### src/fapp_pkg.sv
// Package for the host-side controller of a 32K x 8 asynchronous parallel memory port.
// Assumes a single 125 MHz clock; all pin timing is derived from it here.
package fapp_pkg;
  localparam int ADDR_W         = 15;
  localparam int DATA_W         = 8;
  localparam int COL_W          = 3;
  localparam int ROW_LSB        = 3;
  localparam int CLK_PERIOD_NS  = 8;
  localparam int T_CE_ACCESS_NS = 70;
  localparam int T_PAGE_ACC_NS  = 40;
  localparam int T_OE_ACC_NS    = 25;
  localparam int T_HZ_NS        = 10;
  localparam int T_CA_NS        = 70;
  localparam int T_PC_NS        = 70;
  localparam int T_RC_NS        = 140;
  localparam int T_WP_NS        = 18;
  localparam int T_PWC_NS       = 35;
  localparam int T_WLC_NS       = 25;
  localparam int T_DS_NS        = 15;
  localparam int T_PU_US        = 250;
  // Least times round up to whole cycles.
  localparam int CYC_CE_ACC  = (T_CE_ACCESS_NS + CLK_PERIOD_NS - 1) / CLK_PERIOD_NS;
  localparam int CYC_PAGE    = (T_PAGE_ACC_NS + CLK_PERIOD_NS - 1) / CLK_PERIOD_NS;
  localparam int CYC_OE      = (T_OE_ACC_NS + CLK_PERIOD_NS - 1) / CLK_PERIOD_NS;
  localparam int CYC_HZ      = (T_HZ_NS + CLK_PERIOD_NS - 1) / CLK_PERIOD_NS;
  localparam int CYC_CA      = (T_CA_NS + CLK_PERIOD_NS - 1) / CLK_PERIOD_NS;
  localparam int CYC_PC      = (T_PC_NS + CLK_PERIOD_NS - 1) / CLK_PERIOD_NS;
  localparam int CYC_RC      = (T_RC_NS + CLK_PERIOD_NS - 1) / CLK_PERIOD_NS;
  localparam int CYC_WP      = (T_WP_NS + CLK_PERIOD_NS - 1) / CLK_PERIOD_NS;
  localparam int CYC_PWC     = (T_PWC_NS + CLK_PERIOD_NS - 1) / CLK_PERIOD_NS;
  localparam int CYC_WLC     = (T_WLC_NS + CLK_PERIOD_NS - 1) / CLK_PERIOD_NS;
  localparam int CYC_DS      = (T_DS_NS + CLK_PERIOD_NS - 1) / CLK_PERIOD_NS;
  localparam int CYC_PU      = (T_PU_US * 1000 + CLK_PERIOD_NS - 1) / CLK_PERIOD_NS;
  localparam int TMR_W       = 16;

  typedef struct packed {
    logic              write;
    logic              page;
    logic [ADDR_W-1:0] addr;
    logic [DATA_W-1:0] wdata;
  } fapp_req_s;

  typedef struct packed {
    logic              ce_n;
    logic              we_n;
    logic              oe_n;
    logic [ADDR_W-1:0] addr;
    logic [DATA_W-1:0] dq_out;
    logic              dq_oe;
  } fapp_pins_s;
endpackage

### src/fapp_timer.sv
// Down-counting delay timer; load sets the count, done is high once it reaches zero.
// Assumes load and en come from logic on the same clock.
`timescale 1ns/1ns
module fapp_timer #(
  parameter int W = 16
) (
  input  wire logic         clk,
  input  wire logic         sys_rst,
  input  wire logic         clk_en,
  input  wire logic         load,
  input  wire logic [W-1:0] value,
  output logic              done
);
  logic [W-1:0] cnt_q;
  logic [W-1:0] cnt_d;

  always_comb begin
    cnt_d = cnt_q;
    if (load) begin
      cnt_d = value;
    end else if (cnt_q != '0) begin
      cnt_d = cnt_q - W'(1);
    end
  end

  always_ff @(posedge clk) begin
    if (sys_rst) begin
      cnt_q <= '0;
    end else if (clk_en) begin
      cnt_q <= cnt_d;
    end
  end

  assign done = (cnt_q == '0);
endmodule

### src/fapp_sync.sv
// Three-stage synchroniser for a pin bus; out changes only when stages two and three agree.
// Assumes the input is asynchronous to clk.
`timescale 1ns/1ns
module fapp_sync #(
  parameter int W = 8
) (
  input  wire logic         clk,
  input  wire logic         sys_rst,
  input  wire logic         clk_en,
  input  wire logic [W-1:0] din,
  output logic [W-1:0]      dout
);
  logic [W-1:0] s1_q;
  logic [W-1:0] s2_q;
  logic [W-1:0] s3_q;
  logic [W-1:0] out_q;
  logic [W-1:0] out_d;

  always_comb begin
    out_d = out_q;
    if (s2_q == s3_q) begin
      out_d = s3_q;
    end
  end

  always_ff @(posedge clk) begin
    if (sys_rst) begin
      s1_q  <= '0;
      s2_q  <= '0;
      s3_q  <= '0;
      out_q <= '0;
    end else if (clk_en) begin
      s1_q  <= din;
      s2_q  <= s1_q;
      s3_q  <= s2_q;
      out_q <= out_d;
    end
  end

  assign dout = out_q;
endmodule

### src/fapp_host.sv
// Host controller that drives the asynchronous parallel port of a 32K x 8 memory.
// Assumes one 125 MHz clock; the memory pins are driven straight from flip-flops here.
`timescale 1ns/1ns
module fapp_host
  import fapp_pkg::*;
#(
  parameter int PU_CYCLES = fapp_pkg::CYC_PU
) (
  input  wire logic                       clk,
  input  wire logic                       sys_rst,
  input  wire logic                       clk_en,
  input  wire fapp_pkg::fapp_req_s        req,
  input  wire logic                       req_valid,
  output logic                            req_ready,
  output logic [fapp_pkg::DATA_W-1:0]     rd_data,
  output logic                            rd_valid,
  output logic                            mem_ce_n,
  output logic                            mem_we_n,
  output logic                            mem_oe_n,
  output logic [fapp_pkg::ADDR_W-1:0]     mem_addr,
  output logic [fapp_pkg::DATA_W-1:0]     mem_dq_o,
  output logic                            mem_dq_oe,
  input  wire logic [fapp_pkg::DATA_W-1:0] mem_dq_i
);
  typedef enum logic [8:0] {
    ST_PWRUP  = 9'h001,
    ST_IDLE   = 9'h002,
    ST_RD     = 9'h004,
    ST_WR_SET = 9'h008,
    ST_WR_LO  = 9'h010,
    ST_WR_HI  = 9'h020,
    ST_ACT    = 9'h040,
    ST_PRECH  = 9'h080,
    ST_FLOAT  = 9'h100
  } fapp_state_e;

  fapp_state_e state_q;
  fapp_state_e state_d;
  fapp_pins_s  pins_q;
  fapp_pins_s  pins_d;
  logic [DATA_W-1:0] rdata_q;
  logic [DATA_W-1:0] rdata_d;
  logic              rvalid_q;
  logic              rvalid_d;
  logic              ready_q;
  logic              ready_d;
  logic [TMR_W-1:0]  ca_cnt_q;
  logic [TMR_W-1:0]  ca_cnt_d;
  logic [TMR_W-1:0]  cyc_cnt_q;
  logic [TMR_W-1:0]  cyc_cnt_d;
  logic [ADDR_W-1:ROW_LSB] row_q;
  logic [ADDR_W-1:ROW_LSB] row_d;
  logic [TMR_W-1:0]  row_cnt_q;
  logic [TMR_W-1:0]  row_cnt_d;
  logic [TMR_W-1:0]  tmr_val;
  logic              tmr_load;
  logic              tmr_done;
  logic [DATA_W-1:0] dq_sync;
  logic              pu_load_q;
  logic [TMR_W-1:0]  pu_cnt_q;
  logic [TMR_W-1:0]  pu_cnt_d;
  logic              pu_done;
  logic              accept;
  logic              same_row;

  fapp_timer #(.W(TMR_W)) u_tmr (
    .clk     (clk),
    .sys_rst (sys_rst),
    .clk_en  (clk_en),
    .load    (tmr_load),
    .value   (tmr_val),
    .done    (tmr_done)
  );

  fapp_sync #(.W(DATA_W)) u_sync (
    .clk     (clk),
    .sys_rst (sys_rst),
    .clk_en  (clk_en),
    .din     (mem_dq_i),
    .dout    (dq_sync)
  );

  // Power-up wait counted separately, in a counter as wide (TMR_W) as the shared timer.
  always_comb begin
    pu_cnt_d = pu_cnt_q;
    if (pu_load_q) begin
      pu_cnt_d = TMR_W'(PU_CYCLES);
    end else if (pu_cnt_q != '0) begin
      pu_cnt_d = pu_cnt_q - TMR_W'(1);
    end
  end
  assign pu_done = !pu_load_q && (pu_cnt_q == '0);

  assign same_row = (req.addr[ADDR_W-1:ROW_LSB] == row_q);
  assign accept   = req_valid && ready_q;

  always_comb begin
    state_d   = state_q;
    pins_d    = pins_q;
    rdata_d   = rdata_q;
    rvalid_d  = 1'b0;
    ready_d   = 1'b0;
    tmr_load  = 1'b0;
    tmr_val   = '0;
    row_d     = row_q;
    ca_cnt_d  = (ca_cnt_q != '0) ? ca_cnt_q - TMR_W'(1) : ca_cnt_q;
    cyc_cnt_d = (cyc_cnt_q != '0) ? cyc_cnt_q - TMR_W'(1) : cyc_cnt_q;
    row_cnt_d = (row_cnt_q != '0) ? row_cnt_q - TMR_W'(1) : row_cnt_q;
    case (state_q)
      ST_PWRUP: begin
        if (pu_done) begin
          state_d = ST_IDLE;
          ready_d = 1'b1;
        end
      end
      ST_IDLE, ST_ACT: begin
        ready_d = 1'b1;
        if (accept) begin
          ready_d = 1'b0;
          // Page access keeps select low only when the row is unchanged.
          if (state_q == ST_ACT && !(req.page && same_row)) begin
            state_d        = ST_PRECH;
            pins_d.ce_n    = 1'b1;
            pins_d.oe_n    = 1'b1;
            tmr_load       = 1'b1;
            tmr_val        = TMR_W'(CYC_PC);
            ready_d        = 1'b0;
          end else begin
            if (state_q == ST_IDLE) begin
              ca_cnt_d  = TMR_W'(CYC_CA);
              cyc_cnt_d = TMR_W'(CYC_RC);
              row_cnt_d = TMR_W'(CYC_RC);
              row_d     = req.addr[ADDR_W-1:ROW_LSB];
            end
            pins_d.ce_n = 1'b0;
            pins_d.addr = req.addr;
            tmr_load    = 1'b1;
            if (req.write) begin
              // Strobe falls after select, giving a strobe-controlled write.
              pins_d.oe_n   = 1'b1;
              pins_d.dq_out = req.wdata;
              state_d       = ST_WR_SET;
              tmr_val     = TMR_W'(CYC_DS);
            end else begin
              pins_d.oe_n = 1'b0;
              state_d     = ST_RD;
              tmr_val     = (state_q == ST_ACT) ? TMR_W'(CYC_PAGE + 1)
                                                : TMR_W'(CYC_CE_ACC + 1);
            end
          end
        end else if (state_q == ST_ACT && ca_cnt_q == '0) begin
          // Idle select is released so the memory can pre-charge.
          state_d     = ST_PRECH;
          pins_d.ce_n = 1'b1;
          pins_d.oe_n = 1'b1;
          tmr_load    = 1'b1;
          tmr_val     = TMR_W'(CYC_PC);
          ready_d     = 1'b0;
        end
      end
      ST_RD: begin
        // Extra cycles cover the three-stage input synchroniser.
        if (tmr_done) begin
          tmr_load = 1'b1;
          tmr_val  = TMR_W'(3);
          state_d  = ST_FLOAT;
        end
      end
      ST_FLOAT: begin
        if (tmr_done) begin
          rdata_d  = dq_sync;
          rvalid_d = 1'b1;
          state_d  = ST_ACT;
          ready_d  = 1'b1;
        end
      end
      ST_WR_SET: begin
        if (tmr_done) begin
          pins_d.we_n  = 1'b0;
          tmr_load     = 1'b1;
          tmr_val      = TMR_W'(CYC_HZ);
          state_d      = ST_WR_LO;
        end
      end
      ST_WR_LO: begin
        if (tmr_done && !pins_q.dq_oe) begin
          pins_d.dq_oe  = 1'b1;
          tmr_load      = 1'b1;
          tmr_val       = TMR_W'(CYC_WP + CYC_DS);
        end else if (tmr_done && ca_cnt_q == '0 && row_cnt_q == '0) begin
          // Data is latched on this strobe rise, before select ever rises.
          pins_d.we_n = 1'b1;
          tmr_load    = 1'b1;
          tmr_val     = TMR_W'(CYC_PWC - CYC_WP);
          state_d     = ST_WR_HI;
        end
      end
      ST_WR_HI: begin
        // Zero data hold: release data the cycle after the strobe rises.
        pins_d.dq_oe = 1'b0;
        if (tmr_done) begin
          state_d = ST_ACT;
          ready_d = 1'b1;
        end
      end
      ST_PRECH: begin
        if (tmr_done && cyc_cnt_q == '0) begin
          state_d = ST_IDLE;
          ready_d = 1'b1;
        end
      end
      default: begin
        state_d = ST_PWRUP;
      end
    endcase
  end

  always_ff @(posedge clk) begin
    if (sys_rst) begin
      state_q       <= ST_PWRUP;
      pins_q.ce_n   <= 1'b1;
      pins_q.we_n   <= 1'b1;
      pins_q.oe_n   <= 1'b1;
      pins_q.addr   <= '0;
      pins_q.dq_out <= '0;
      pins_q.dq_oe  <= 1'b0;
      rdata_q       <= '0;
      rvalid_q      <= 1'b0;
      ready_q       <= 1'b0;
      ca_cnt_q      <= '0;
      cyc_cnt_q     <= '0;
      row_q         <= '0;
      row_cnt_q     <= '0;
      pu_load_q     <= 1'b1;
      pu_cnt_q      <= '0;
    end else if (clk_en) begin
      state_q   <= state_d;
      pins_q    <= pins_d;
      rdata_q   <= rdata_d;
      rvalid_q  <= rvalid_d;
      ready_q   <= ready_d;
      ca_cnt_q  <= ca_cnt_d;
      cyc_cnt_q <= cyc_cnt_d;
      row_q     <= row_d;
      row_cnt_q <= row_cnt_d;
      pu_load_q <= 1'b0;
      pu_cnt_q  <= pu_cnt_d;
    end
  end

  assign req_ready = ready_q;
  assign rd_data   = rdata_q;
  assign rd_valid  = rvalid_q;
  assign mem_ce_n  = pins_q.ce_n;
  assign mem_we_n  = pins_q.we_n;
  assign mem_oe_n  = pins_q.oe_n;
  assign mem_addr  = pins_q.addr;
  assign mem_dq_o  = pins_q.dq_out;
  assign mem_dq_oe = pins_q.dq_oe;
endmodule

### config.mk
export PLATFORM = sky130hd
export DESIGN_NAME = fapp_host
export DESIGN_NICKNAME = d
export VERILOG_FILES = /design/src/fapp_pkg.sv /design/src/fapp_timer.sv /design/src/fapp_sync.sv /design/src/fapp_host.sv
export SDC_FILE = /design/constraint.sdc
export NUM_CORES = 1
export LEC_CHECK = 0
export ABC_CLOCK_PERIOD_IN_PS = 6600
export CAP_MARGIN = 20
export CORE_ASPECT_RATIO = 0.8
export CORE_MARGIN = 4
export CORE_UTILIZATION = 40
export DETAILED_ROUTE_END_ITERATION = 10
export DONT_BUFFER_PORTS = 1
export GPL_TIMING_DRIVEN = 0
export PLACE_DENSITY = 0.56
export SLEW_MARGIN = 30
export SYNTH_ARGS = -nofsm -noshare
export SYNTH_HDL_FRONTEND = slang
export SYNTH_SLANG_ARGS = --single-unit
### constraint.sdc
create_clock -name clk -period 6.6 [get_ports clk]
set_input_delay 0.33 -clock clk [delete_from_list [all_inputs] [get_ports clk]]
set_output_delay 0.33 -clock clk [all_outputs]
set_load 0.005 [all_outputs]
; ---- After elaboration in Yosys (flattened, before gate mapping)
; Cells that the tools add are included.
[op_classes]
addsub = 5
eq_ne = 20
muxes = 65
bitwise = 1
reduce_logical = 41
[ops]
columns = cell, n
row1 = $mux W16, 21
row2 = $mux W9, 9
row3 = $logic_not A16 Y1, 5
row4 = $reduce_bool A16 Y1, 5
row5 = $sub A16 B1 Y16 const B, 5
row6 = $pmux W16 S4, 1
row7 = $pmux W9 S7, 1
row8 = $mux W1, 20
row9 = $mux W4, 4
row10 = $reduce_and A5 Y1, 3
row11 = $ne A2 B2 Y1 const B, 7
row12 = $eq A12 B12 Y1, 1
row13 = $reduce_bool A2 Y1, 5
row14 = $eq A9 B1 Y1 const B, 1
row15 = $eq A9 B2 Y1 const B, 1
row16 = $eq A9 B3 Y1 const B, 1
row17 = $eq A9 B4 Y1 const B, 1
row18 = $eq A9 B5 Y1 const B, 1
row19 = $eq A9 B6 Y1 const B, 1
row20 = $eq A9 B7 Y1 const B, 1
row21 = $eq A9 B8 Y1 const B, 1
row22 = $eq A9 B9 Y1 const B, 1
row23 = $logic_and A1 B1 Y1, 9
row24 = $reduce_and A3 Y1, 3
row25 = other kinds (15), 24
[word_totals]
register_bits = 171
elab_cells = 153

; ---- Depth between registers and ports, before layout
; Gate-level depths: netlist (run 1).
[logic_depth]
word_depth = 8
ltp_mapped = 10
depth_no_buf = 8

; ---- Hierarchy
; From an unflattened synthesis (run 1), not the netlist that was laid out.
[unflattened]
hier_cells = 935
hier_area_um2 = 8222.9
[by_module_without_submodules]
columns = module, instances, cells_each, area_per_inst_um2, seq_area_each_um2
row1 = fapp_host, 1, 668, 5779.3, 2462.4
row2 = fapp_sync, 1, 123, 1285.0, 640.6
row3 = fapp_timer, 1, 144, 1158.6, 320.3

; ---- Least setup slack after synthesis (run 1)
; Ideal clock, no wire load.
[synth_path]
kind = register to register
start = register u_tmr.cnt_q[0]
end = register u_tmr.cnt_q[5]
arrival_time_ns = 2.536
t_required_ns = 6.475
slack_ns = 3.939
stages_incl_launch_ff = 11
path_buffers = 2
synth_period_minus_slack_ns = 2.661
path_cell_list = dfxtp_1 -> inv_1 -> ha_1 -> or4b_2 -> or4_1 -> buf_2 -> a21oi_1 -> a21oi_1 -> o21ai_1 -> buf_2 -> a21oi_1
[synth_between]
elab_chain_len = 8
word_cells_on_any_way = 14
[synth_rtl]
columns = item, line_no
row1 = start: declaration, fapp_timer.sv:14  ; logic [W-1:0] cnt_q;
row2 = start signal: assignment, fapp_timer.sv:30  ; cnt_q <= cnt_d;
row3 = $logic_not A16 Y1, fapp_timer.sv:34  ; assign done = (cnt_q == '0);
row4 = $logic_and A1 B1 Y1 (2 in a row), fapp_host.sv:190  ; end else if (tmr_done && ca_cnt_q == '0 && row_cnt_q == '0) begin
row5 = $mux W1, fapp_host.sv:190
row6 = $mux W1, fapp_host.sv:186  ; if (tmr_done && !pins_q.dq_oe) begin
row7 = $pmux W1 S3, fapp_host.sv:109  ; case (state_q)
row8 = $reduce_bool A2 Y1 (no source line), --
row9 = $reduce_and A2 Y1 (no source line), --
; Several ways; a longest one is shown, not always the timed one. The select of a mux whose other input is x is not followed.
; A chain may end at the register's enable or synchronous reset.

; ---- Worst setup path in the final report (run 1)
[layout_path]
start = register state_q[4]
end = register cyc_cnt_q[2]
[layout_between]
elab_chain_len = 5
word_cells_on_any_way = 8
[layout_rtl]
columns = item, line_no
row1 = start: declaration, fapp_host.sv:37  ; fapp_state_e state_q;
row2 = start signal: assignment, fapp_host.sv:237  ; state_q <= state_d;
row3 = $eq A9 B2 Y1 / $eq A9 B7 Y1 (equally long branches), "fapp_host.sv:109, fapp_host.sv:129, fapp_host.sv:121"
row4 = $mux W16 / $logic_and A1 B1 Y1 (equally long branches), "fapp_host.sv:129, fapp_host.sv:121"
row5 = $mux W16, fapp_host.sv:121  ; if (state_q == ST_ACT && !(req.page && same_row)) begin
row6 = $mux W16, fapp_host.sv:118  ; if (accept) begin
row7 = $mux W16 *, fapp_host.sv:109
row8 = end signal: assignment, fapp_host.sv:243  ; cyc_cnt_q <= cyc_cnt_d;
row9 = end: declaration, fapp_host.sv:49  ; logic [TMR_W-1:0] cyc_cnt_q;
; Mark *: on every way between the ends. The rest lies on a longest branch, timed or not.

==> out/metrics.cfg, run 1 <==
[die]
rows = 45
io_pins = 74
initial_utilization_pct = 41.1
coreArea_um2 = 19200
dieArea_um2 = 22100
dieWidth_um = 165
die_h_um = 134

[clock_network]
cts-root-buf = clkbuf_16
cts_buffers = 17
clock_sinks = 171
clk_path_buf_depth = 2
clk_pin_slew_worst_paths_ns = 0.07
post-cts-setup-buffer-count = 0
clock_latency_ns = 0.43
ctsHoldBuffers = 0
cts-resized-gates = 0
htreeDepth = 4
cts_tree = built

[global_routing]
grt_usage_pct = 17.9
grt_pass1_wl_um = 31500
overflow = 0
grt_max_degree = 17
grt_pass1_vias = 5845
antenna_found_initial = 0

[timing]
max_freq_ghz = 0.313
hold_viol = 0
min_period_over_period_pct = 48.3
fin_ws_ns = 3.41
skew_ns = 0.0135
rsz0062_at_grt = no
setup-violations-final = 0
slew_viol_final = 0
worst_pin_slew_ns = 0.892
fin_crit_ns = 3.19
relSlewSlack_pct = 40.0
fin_setup_tns_ns = 0

[place]
hpwl_um = 14100
place_congestion = 0.867
dp_cells = 1153
io_buffers = 0
place_ws_ns = 3.38

[min_path]
hp-class = in -> reg
worstHoldEndpoint = mem_oe_n
min_from = req[24]
whs_path_depth = 2

[run]
cap_violations = 0

[cells_and_area]
drive_gt1_share_pct = 6.58
fillerInstances = 1918
diodes = 0
area_delta_synth_final_pct = 12.3
stdcell_count = 1185
nets = 958

[synth]
seq_area_frac_synth_pct = 43.4
ys_warn_count = 0
synthCells = 895
synth_edf_count = 0
avgSynthCellArea_um2 = 8.82
yosys.cell_types.count = 68
synth_seq_cells = 171
async_reset_ff_share_pct = 0
ys.flop_type = dfxtp_1
syn_area_um2 = 7890
syn_nets = 939

[route]
detail-route-antenna-nets = 0
wl_per_cell_um = 16.5
drc_errors = 0
dr.pass1.iters = 4
drt-initial-drc-count = 361
drt-total-wl_um = 19500
vias_per_cell = 5.36
routed-via-count = 6354

[worst_setup_path]
max_stage_delay_ns = 0.63
crit_required_ns = 6.89
slowest_stage = nor2_1
crit_start = state_q[4]
critPathMaxFanout = 10
crit_type = reg -> reg
rr_endpoint = cyc_cnt_q[2]
rrSetupSlack_ns = 3.41
endpoint_kind = flip-flop
cp.arrival_ns = 3.48
path_cells = clkbuf_1, nor3_1, nand3_1, nor2_1, nand2_1, nand2_1, clkbuf_1, nor2_1
r2r-start = state_q[4]
path_buf_inv = 2
path_delay_family = simple AND/OR/NAND/NOR gates
startpoint_type = flip-flop
r2r_cells = 8

[pwr]
irDropWorstVdd_v = 0.000160
clkPwrFrac_pct = 28.7
p_comb_share_pct = 34.7
p_int_w = 0.00236
power_density_nw_per_um2 = 419
switchingPower_w = 0.00134
p_leak_nw = 3.43
pwr-share-seq_pct = 36.6
p_sw_share_pct = 36.2

[status]
status = finished clean

-- cell type report --
type,instances,area [um^2],area share (%)
clock buffer,21,470,5.31
sequential,171,3420,38.6
multi-input combinational,660,4230,47.7
buffer,45,183,2.06
tap,258,323,3.64
clock inverter,11,158,1.78
inverter,19,71.3,0.805
-- worst reg2reg max path, cell delays in order, from the launching register on --
cell and delay [ns]:
dfxtp_1 0.30, clkbuf_1 0.19, nor3_1 0.44, nand3_1 0.26
nor2_1 0.63, nand2_1 0.37, nand2_1 0.30, clkbuf_1 0.46
nor2_1 0.11
-- per-layer routing --
layer / vias to the layer above / global-route usage (%) / wire (um)
met2: 130 / 25.3 / 8210
met1: 2978 / 26.5 / 9840
met5: - / 0 / 0
li1: 3225 / - / -
met4: 0 / 4.57 / 221
met3: 21 / 5.01 / 1250
-- power by group through the flow --
| stage | logic [W] | clock network (W) | registers, W |
|---|---|---|---|
| CTS | 0.00129 | 0.00108 | 0.00135 |
| finish | 0.00129 | 0.00107 | 0.00136 |
| floorplan | 0.00103 | 0 | 0.00134 |
| detailed placement | 0.00127 | 0 | 0.00137 |
| global placement | 0.00126 | 0 | 0.00138 |
| global route | 0.00144 | 0.00113 | 0.00138 |
-- metrics by stage --
stage          utilization [%]  hold WS (ns)  power [W]  cell area (um^2)
6_report                  46.1        0.0282    0.00371              8860
3_3_place_gp              42.8         0.454    0.00263              8210
2_1_floorplan                -         0.439    0.00237              7890
3_5_place_dp              42.9         0.459    0.00265              8230
4_1_cts                   46.1        0.0258    0.00372              8860
5_1_grt                   46.1        0.0225    0.00396              8860
-- registers in the layout (all words and copies together), names as in the netlist --
register	count
ca_cnt_q	16
cyc_cnt_q	16
mem_addr	15
mem_ce_n	1
mem_dq_o	8
mem_dq_oe	1
mem_oe_n	1
mem_we_n	1
pu_cnt_q	16
pu_load_q	1
rd_data	8
rd_valid	1
req_ready	1
row_cnt_q	16
row_q	12
state_q	9
u_sync.dout	8
u_sync.s1_q	8
u_sync.s2_q	8
u_sync.s3_q	8
u_tmr.cnt_q	16
-- layout by cell type (no fill, tap or decap), drive strengths merged, types with 3 or more instances in the layout --
| master | instances |
|---|---|
| and2 | 6 |
| xnor2 | 53 |
| nand2b | 10 |
| o311ai | 4 |
| clkinv | 3 |
| and4 | 4 |
| clkinvlp | 3 |
| or4 | 18 |
| o41ai | 5 |
| dfxtp | 171 |
| nor2 | 146 |
| ha | 7 |
| a211oi | 4 |
| xor2 | 22 |
| nand4 | 13 |
| a211o | 4 |
| o21a | 4 |
| inv | 21 |
| bufinv | 3 |
| or3 | 22 |
| or2 | 5 |
| or4b | 3 |
| nor4 | 25 |
| o21ai | 18 |
| nand2 | 55 |
| a21oi | 48 |
| nand3 | 32 |
| clkbuf | 59 |
| a311oi | 4 |
| o2111ai | 3 |
| nor3 | 32 |
| nor4b | 4 |
| mux2i | 66 |
| o31ai | 8 |
| nand4b | 5 |
| buf | 7 |
| a31oi | 6 |
-- worst max path at each step --
stage / end / slack, ns / cells past startpoint
after floorplan: u_tmr.cnt_q[5] / 3.94 / 10
after global placement: pu_cnt_q[13] / 3.41 / 7
after detailed placement: pu_cnt_q[13] / 3.38 / 7
after CTS: cyc_cnt_q[2] / 3.40 / 8
after global routing: cyc_cnt_q[6] / 3.16 / 8
final: cyc_cnt_q[2] / 3.41 / 8
-- Yosys cell counts, types with 22 or more instances --
library cell	count	area share, %
or3_1	22	1.7
dfxtp_1	171	43
xor2_1	22	2.4
nor2_1	146	6.9
nand2_1	55	2.6
mux2i_1	66	8.4
nor4_1	22	1.7
a21oi_1	42	2.7
clkbuf_1	38	1.8
nand3_1	32	2.0
nor3_1	32	2.0
xnor2_1	53	5.9
-- cell families after synthesis --
logic type / count (synthesis) / share of synthesized area (%)
simple gates: 386 / 24.5
flops: 171 / 43.4
xor+xnor: 75 / 8.33
compound gates: 126 / 11.0
buf+inv: 64 / 3.22
mux: 66 / 8.37
fa+ha+maj: 7 / 1.11
(Power assumes the default switching activity.)
==> inputs of run 2 (changes only) <==
Settings changed: ABC_AREA set to 1, ABC_CLOCK_PERIOD_IN_PS 6600 to 3200.
Clock period 6.6 ns to 3.2 ns, I/O delays scaled along.
==> run 2 against run 1 <==
  * Via count rose by 28%
  * Design area rose by 12%
  * Clock skew rose by 0.0011 ns
  * Largest power group is now combinational cells
  * Clock-buffer cell count fell by 2
  * Final cell count rose by 33%
  * Core utilization rose by 1.1 points
  * Register-to-register slack got worse by 2.5 ns
  * Routed wire length rose by 21%
  * Sequential cell count did not move
  * Critical endpoint is now ca_cnt_q[2]
==> out/metrics.cfg, run 2 <==
[die]
dieArea_um2 = 24100
io_pins = 74
coreArea_um2 = 21000
dieWidth_um = 173
die_h_um = 140
initial_utilization_pct = 41.3
rows = 47

[clock_network]
clock_sinks = 171
htreeDepth = 4
clk_pin_slew_worst_paths_ns = 0.07
ctsHoldBuffers = 32
post-cts-setup-buffer-count = 0
cts_tree = built
clock_latency_ns = 0.44
cts_buffers = 17
clk_path_buf_depth = 2
cts-root-buf = clkbuf_16
cts-resized-gates = 0

[synth]
netlist_top_cells_area = dfxtp_1 (39%), nor2_1 (11%), nand2_1 (9.2%), a21oi_1 (5.2%), inv_1 (4.7%)
async_reset_ff_share_pct = 0
synth_edf_count = 0
synthTopCellsByCount = nor2_1 (256), nand2_1 (213), dfxtp_1 (171)
synth_seq_cells = 171
synth_top_area_cell = dfxtp_1
seq_area_frac_synth_pct = 39.5
yosys.cell_types.count = 53
avgSynthCellArea_um2 = 6.96
ys.flop_type = dfxtp_1
ys_warn_count = 0
syn_area_um2 = 8670
synthCells = 1247
syn_nets = 1291
synth_top_cell_area_share_pct = 39.5
yosysMostFrequentCell = nor2_1

[worst_setup_path]
rr_endpoint = ca_cnt_q[2]
rrSetupSlack_ns = 0.91
endpoint = ca_cnt_q[2]
path_cells = nor2_4, nand2_2, nor3_4, nand3_4, nor3_2, inv_2, nand2_2, buf_2, nor2_1
cp_common_cell = nand2_2
r2r_cells = 9
path_buf_inv = 2
r2r-start = state_q[5]
crit_type = reg -> reg
crit_required_ns = 3.52
startpoint_type = flip-flop
path_delay_family = simple AND/OR/NAND/NOR gates
critPathMaxFanout = 10
crit_start = state_q[5]
cp.arrival_ns = 2.61
slowest_stage = dfxtp_1
endpoint_kind = flip-flop
max_stage_delay_ns = 0.40
worst-path-stages = 9

[cells_and_area]
drive_gt1_share_pct = 7.48
diodes = 0
stdcell_area_um2 = 9910
area_delta_synth_final_pct = 14.2
nets = 1342
mostFrequentLayoutCells = nor2_1 (256), nand2_1 (213), dfxtp_1 (171)
fillerInstances = 2147
final_common_cell = nor2_1

[timing]
fin_setup_tns_ns = 0
skew_ns = 0.0146
worst_pin_slew_ns = 0.858
relSlewSlack_pct = 42.8
rsz0062_at_grt = no
fin_crit_ns = 2.29
hold_viol = 0
slew_viol_final = 0
setup-violations-final = 0
max_freq_ghz = 0.437
min_period_over_period_pct = 71.4

[route]
detail-route-antenna-nets = 0
vias_per_cell = 5.13
drt-total-wl_um = 23600
dr.pass1.iters = 5
wl_per_cell_um = 14.9
routed-via-count = 8102
drt-initial-drc-count = 668
drc_errors = 0

[pwr]
power_density_nw_per_um2 = 917
irDropWorstVdd_v = 0.000408
total_power_w = 0.00908
p_leak_nw = 4.15

[min_path]
hp-class = in -> reg

[global_routing]
grt_pass1_vias = 7580
grt_max_degree = 17
overflow = 0
antenna_found_initial = 0
grt_usage_pct = 20.0
grt_pass1_wl_um = 39700

[run]
cap_violations = 0

[place]
hpwl_um = 17300
placed_area_um2 = 9020
io_buffers = 0
place_congestion = 0.902

[status]
status = finished clean

==> run 2: cell types whose count changed after synthesis, sizes merged, moves of 15 or more <==
cell   before  now
a21oi      48   91
inv        18  120
mux2i      66    0
nand2      55  221
nand3      32   58
nand4      13   42
nor2      146  268
nor4       25   10
o21ai      18   77
or3        22    0
or4        18    0
xnor2      53   23
==> run 2: kinds of logic after synthesis <==
group | synth area share, %
AO/OA/AOI/OAI | 12.6
XOR/XNOR | 5.55
adder cells (fa/ha/maj) | 1.01
buffers and inverters | 7.67
flip-flops | 39.5
AND/OR/NAND/NOR | 33.7
==> run 2: power breakdown <==
part	internal [W]	switching [W]	total, W
clock network	0.00111	0.000919	0.00203
logic	0.00155	0.00248	0.00403
registers	0.00257	0.000451	0.00302
total	0.00523	0.00385	0.00908
==> run 2: worst min path at each step <==
stage | from | to | slack, ns | cells after the start
finish | req[24] | mem_dq_o[4] | 0.05 | 4
global route | req[24] | mem_dq_o[1] | 0.06 | 4
CTS | req[24] | mem_dq_o[2] | 0.03 | 4
detailed placement | req[2] | mem_dq_o[2] | 0.30 | 2
global placement | req[1] | mem_dq_o[1] | 0.30 | 2
floorplan | req[19] | row_q[11] | 0.29 | 2
==> run 2: per-layer routing <==
metal	global-route usage [%]	vias to the layer above	routed length, um
li1	-	4185	-
met1	29.8	3708	12400
met2	28.7	195	9550
met3	5.34	14	1450
met4	4.49	0	169
met5	0	-	0
==> run 2: area by class of cell <==
type / instances / area [um^2] / area share [%]
Tap cell: 269 / 337 / 3.40
Clock buffer: 19 / 443 / 4.47
Inverter: 122 / 462 / 4.66
Sequential cell: 171 / 3420 / 34.5
Clock inverter: 13 / 129 / 1.30
Timing Repair Buffer: 32 / 320 / 3.23
Buffer: 41 / 204 / 2.06
Multi-Input combinational cell: 913 / 4590 / 46.3
==> run 2: through the flow <==
step / worst slack [ns] / util [%] / std cells / hold WS, ns
finish: 0.914 / 47.2 / 1580 / 0.0518
global route: 0.697 / 47.2 / 1580 / 0.0646
CTS: 0.879 / 47.2 / 1580 / 0.0296
detailed placement: 0.894 / 42.9 / 1516 / 0.305
global placement: 0.929 / 42.9 / 1516 / 0.299
floorplan: 1.38 / - / 1247 / 0.295
==> run 2: worst reg2reg max path, cell delays in order (launching register included) <==
cell     delay [ns]
dfxtp_1        0.40
nor2_4         0.20
nand2_2        0.11
nor3_4         0.19
nand3_4        0.18
nor3_2         0.31
inv_2          0.19
nand2_2        0.24
buf_2          0.28
nor2_1         0.07
==> inputs of run 3 (changes only) <==
Settings changed: ABC_CLOCK_PERIOD_IN_PS 3200 to 2150.
Clock period 3.2 ns to 2.15 ns, I/O delays scaled along.
==> run 3 against run 2 <==
  * Hold slack about the same
  * Total power grew 60%
  * Clock-buffer cell count did not move
  * First-iteration DRC count decreased by 8.5%
  * Design area up 4.7%
  * Die area is the same
  * Clock power up 49%
  * Highest routed layer unchanged
==> out/metrics.cfg, run 3 (synthesized netlist as in run 2, its figures left out) <==
[worst_setup_path]
slowest_stage = dfxtp_1
cp.arrival_ns = 2.38
path_buf_inv = 4
r2r_cells = 12
path_delay_family = simple AND/OR/NAND/NOR gates
critPathMaxFanout = 10
crit_type = reg -> reg
path_cells = buf_6, inv_6, nand2_2, nor3_4, nand3_4, nand2_4, inv_4, nor2_8, nand4_4, buf_6, nor2_1, nor2_1
max_stage_delay_ns = 0.31
crit_required_ns = 2.48
endpoint_kind = flip-flop
worst-path-stages = 12
startpoint_type = flip-flop

[pwr]
power_density_nw_per_um2 = 1400
total_power_w = 0.0145
irDropWorstVdd_v = 0.000624
p_leak_nw = 4.33

[die]
dieArea_um2 = 24100
coreArea_um2 = 21000
io_pins = 74
initial_utilization_pct = 41.3
die_h_um = 140
rows = 47
dieWidth_um = 173

[clock_network]
clock_sinks = 171
cts-root-buf = clkbuf_16
clk_pin_slew_worst_paths_ns = 0.07
cts_tree = built
htreeDepth = 4
cts_buffers = 17
clk_path_buf_depth = 2
clock_latency_ns = 0.44

[timing]
setup-violations-final = 0
relSlewSlack_pct = 38.8
hold_viol = 0
skew_ns = 0.0139
max_freq_ghz = 0.489
fin_crit_ns = 2.05
slew_viol_final = 0
hold-worst-slack_ns = 0.0516
worst_pin_slew_ns = 0.917
min_period_over_period_pct = 95.2
rsz0062_at_grt = yes

[global_routing]
overflow = 0
grt_max_degree = 17
grt_usage_pct = 20.0
grt_pass1_wl_um = 39800
grt_pass1_vias = 7595
antenna_found_initial = 0

[cells_and_area]
multi_input_area_um2 = 4790
final_common_cell = nor2_1
mostFrequentLayoutCells = nor2_1 (239), nand2_1 (208), dfxtp_1 (164)
seq_area_um2 = 3430
nets = 1365
diodes = 0
area_delta_synth_final_pct = 19.5
drive_gt1_share_pct = 13.3
fillerInstances = 2101
stdcell_area_um2 = 10400

[status]
status = finished clean

[run]
cap_violations = 0

[min_path]
hp-class = in -> reg
whs_path_depth = 5

[route]
drt-total-wl_um = 24200
drt-initial-drc-count = 611
routed-via-count = 8244
detail-route-antenna-nets = 0
drc_errors = 0
wl_per_cell_um = 15.1
vias_per_cell = 5.14
dr.pass1.iters = 5

[place]
io_buffers = 0
hpwl_um = 17300
placed_area_um2 = 9020
place_congestion = 0.902

[run 3: worst reg2reg max path, stage by stage (launching register included)]
cell and delay [ns]:
dfxtp_1 0.31, buf_6 0.14, inv_6 0.08, nand2_2 0.08, nor3_4 0.25, nand3_4 0.15
nand2_4 0.12, inv_4 0.06, nor2_8 0.16, nand4_4 0.20, buf_6 0.21, nor2_1 0.12
nor2_1 0.06
[run 3: final timing paths]
kind,from,to,slack [ns]
worst max register to register,state_q[8],mem_dq_o[3],0.10
worst min register to register,cyc_cnt_q[10],cyc_cnt_q[10],0.48
worst min-delay path,req[24],state_q[2],0.05
worst max-delay path,state_q[8],mem_dq_o[3],0.10
[run 3: layout make-up]
type,count,area share [%]
well taps,269,3.25
repair buffers,55,5.15
plain buffers,41,2.27
inverters,122,4.51
clock buffers,19,4.27
flip-flops and latches,171,33.1
clock inverters,13,1.24
multi-input cells,913,46.2
[run 3: power by group]
group | switching [W] | total, W | internal [W]
sequential | 0.000705 | 0.00455 | 0.00384
clock | 0.00138 | 0.00303 | 0.00165
combinational | 0.00406 | 0.00692 | 0.00286
total | 0.00614 | 0.0145 | 0.00836
[run 3: per-layer routing]
| layer | wire [um] | track usage [%] | vias to the layer above |
|---|---|---|---|
| met1 | 12600 | 29.8 | 3813 |
| met5 | 0 | 0 | - |
| met2 | 9920 | 28.7 | 186 |
| li1 | - | - | 4230 |
| met4 | 168 | 4.54 | 0 |
| met3 | 1530 | 5.42 | 15 |
[run 3: per-stage QoR]
stage | utilization, % | std cells | setup TNS, ns | worst slack [ns]
after floorplan | - | 1247 | 0 | 0.327
after detailed placement | 42.9 | 1516 | -4.63 | -0.156
after global placement | 42.9 | 1516 | -3.74 | -0.121
final | 49.4 | 1603 | 0 | 0.103
after CTS | 47.3 | 1580 | 0 | 0.00539
after global routing | 49.4 | 1603 | -0.0871 | -0.0184
[run 3: what timing repair did]
action	CTS	global route
gates resized for setup	10	81
gates cloned	0	2
pin swaps	0	22
endpoints found under the setup margin	49	99
buffers inserted	0	21
endpoints found under the hold margin	44	0
hold buffers	32	0
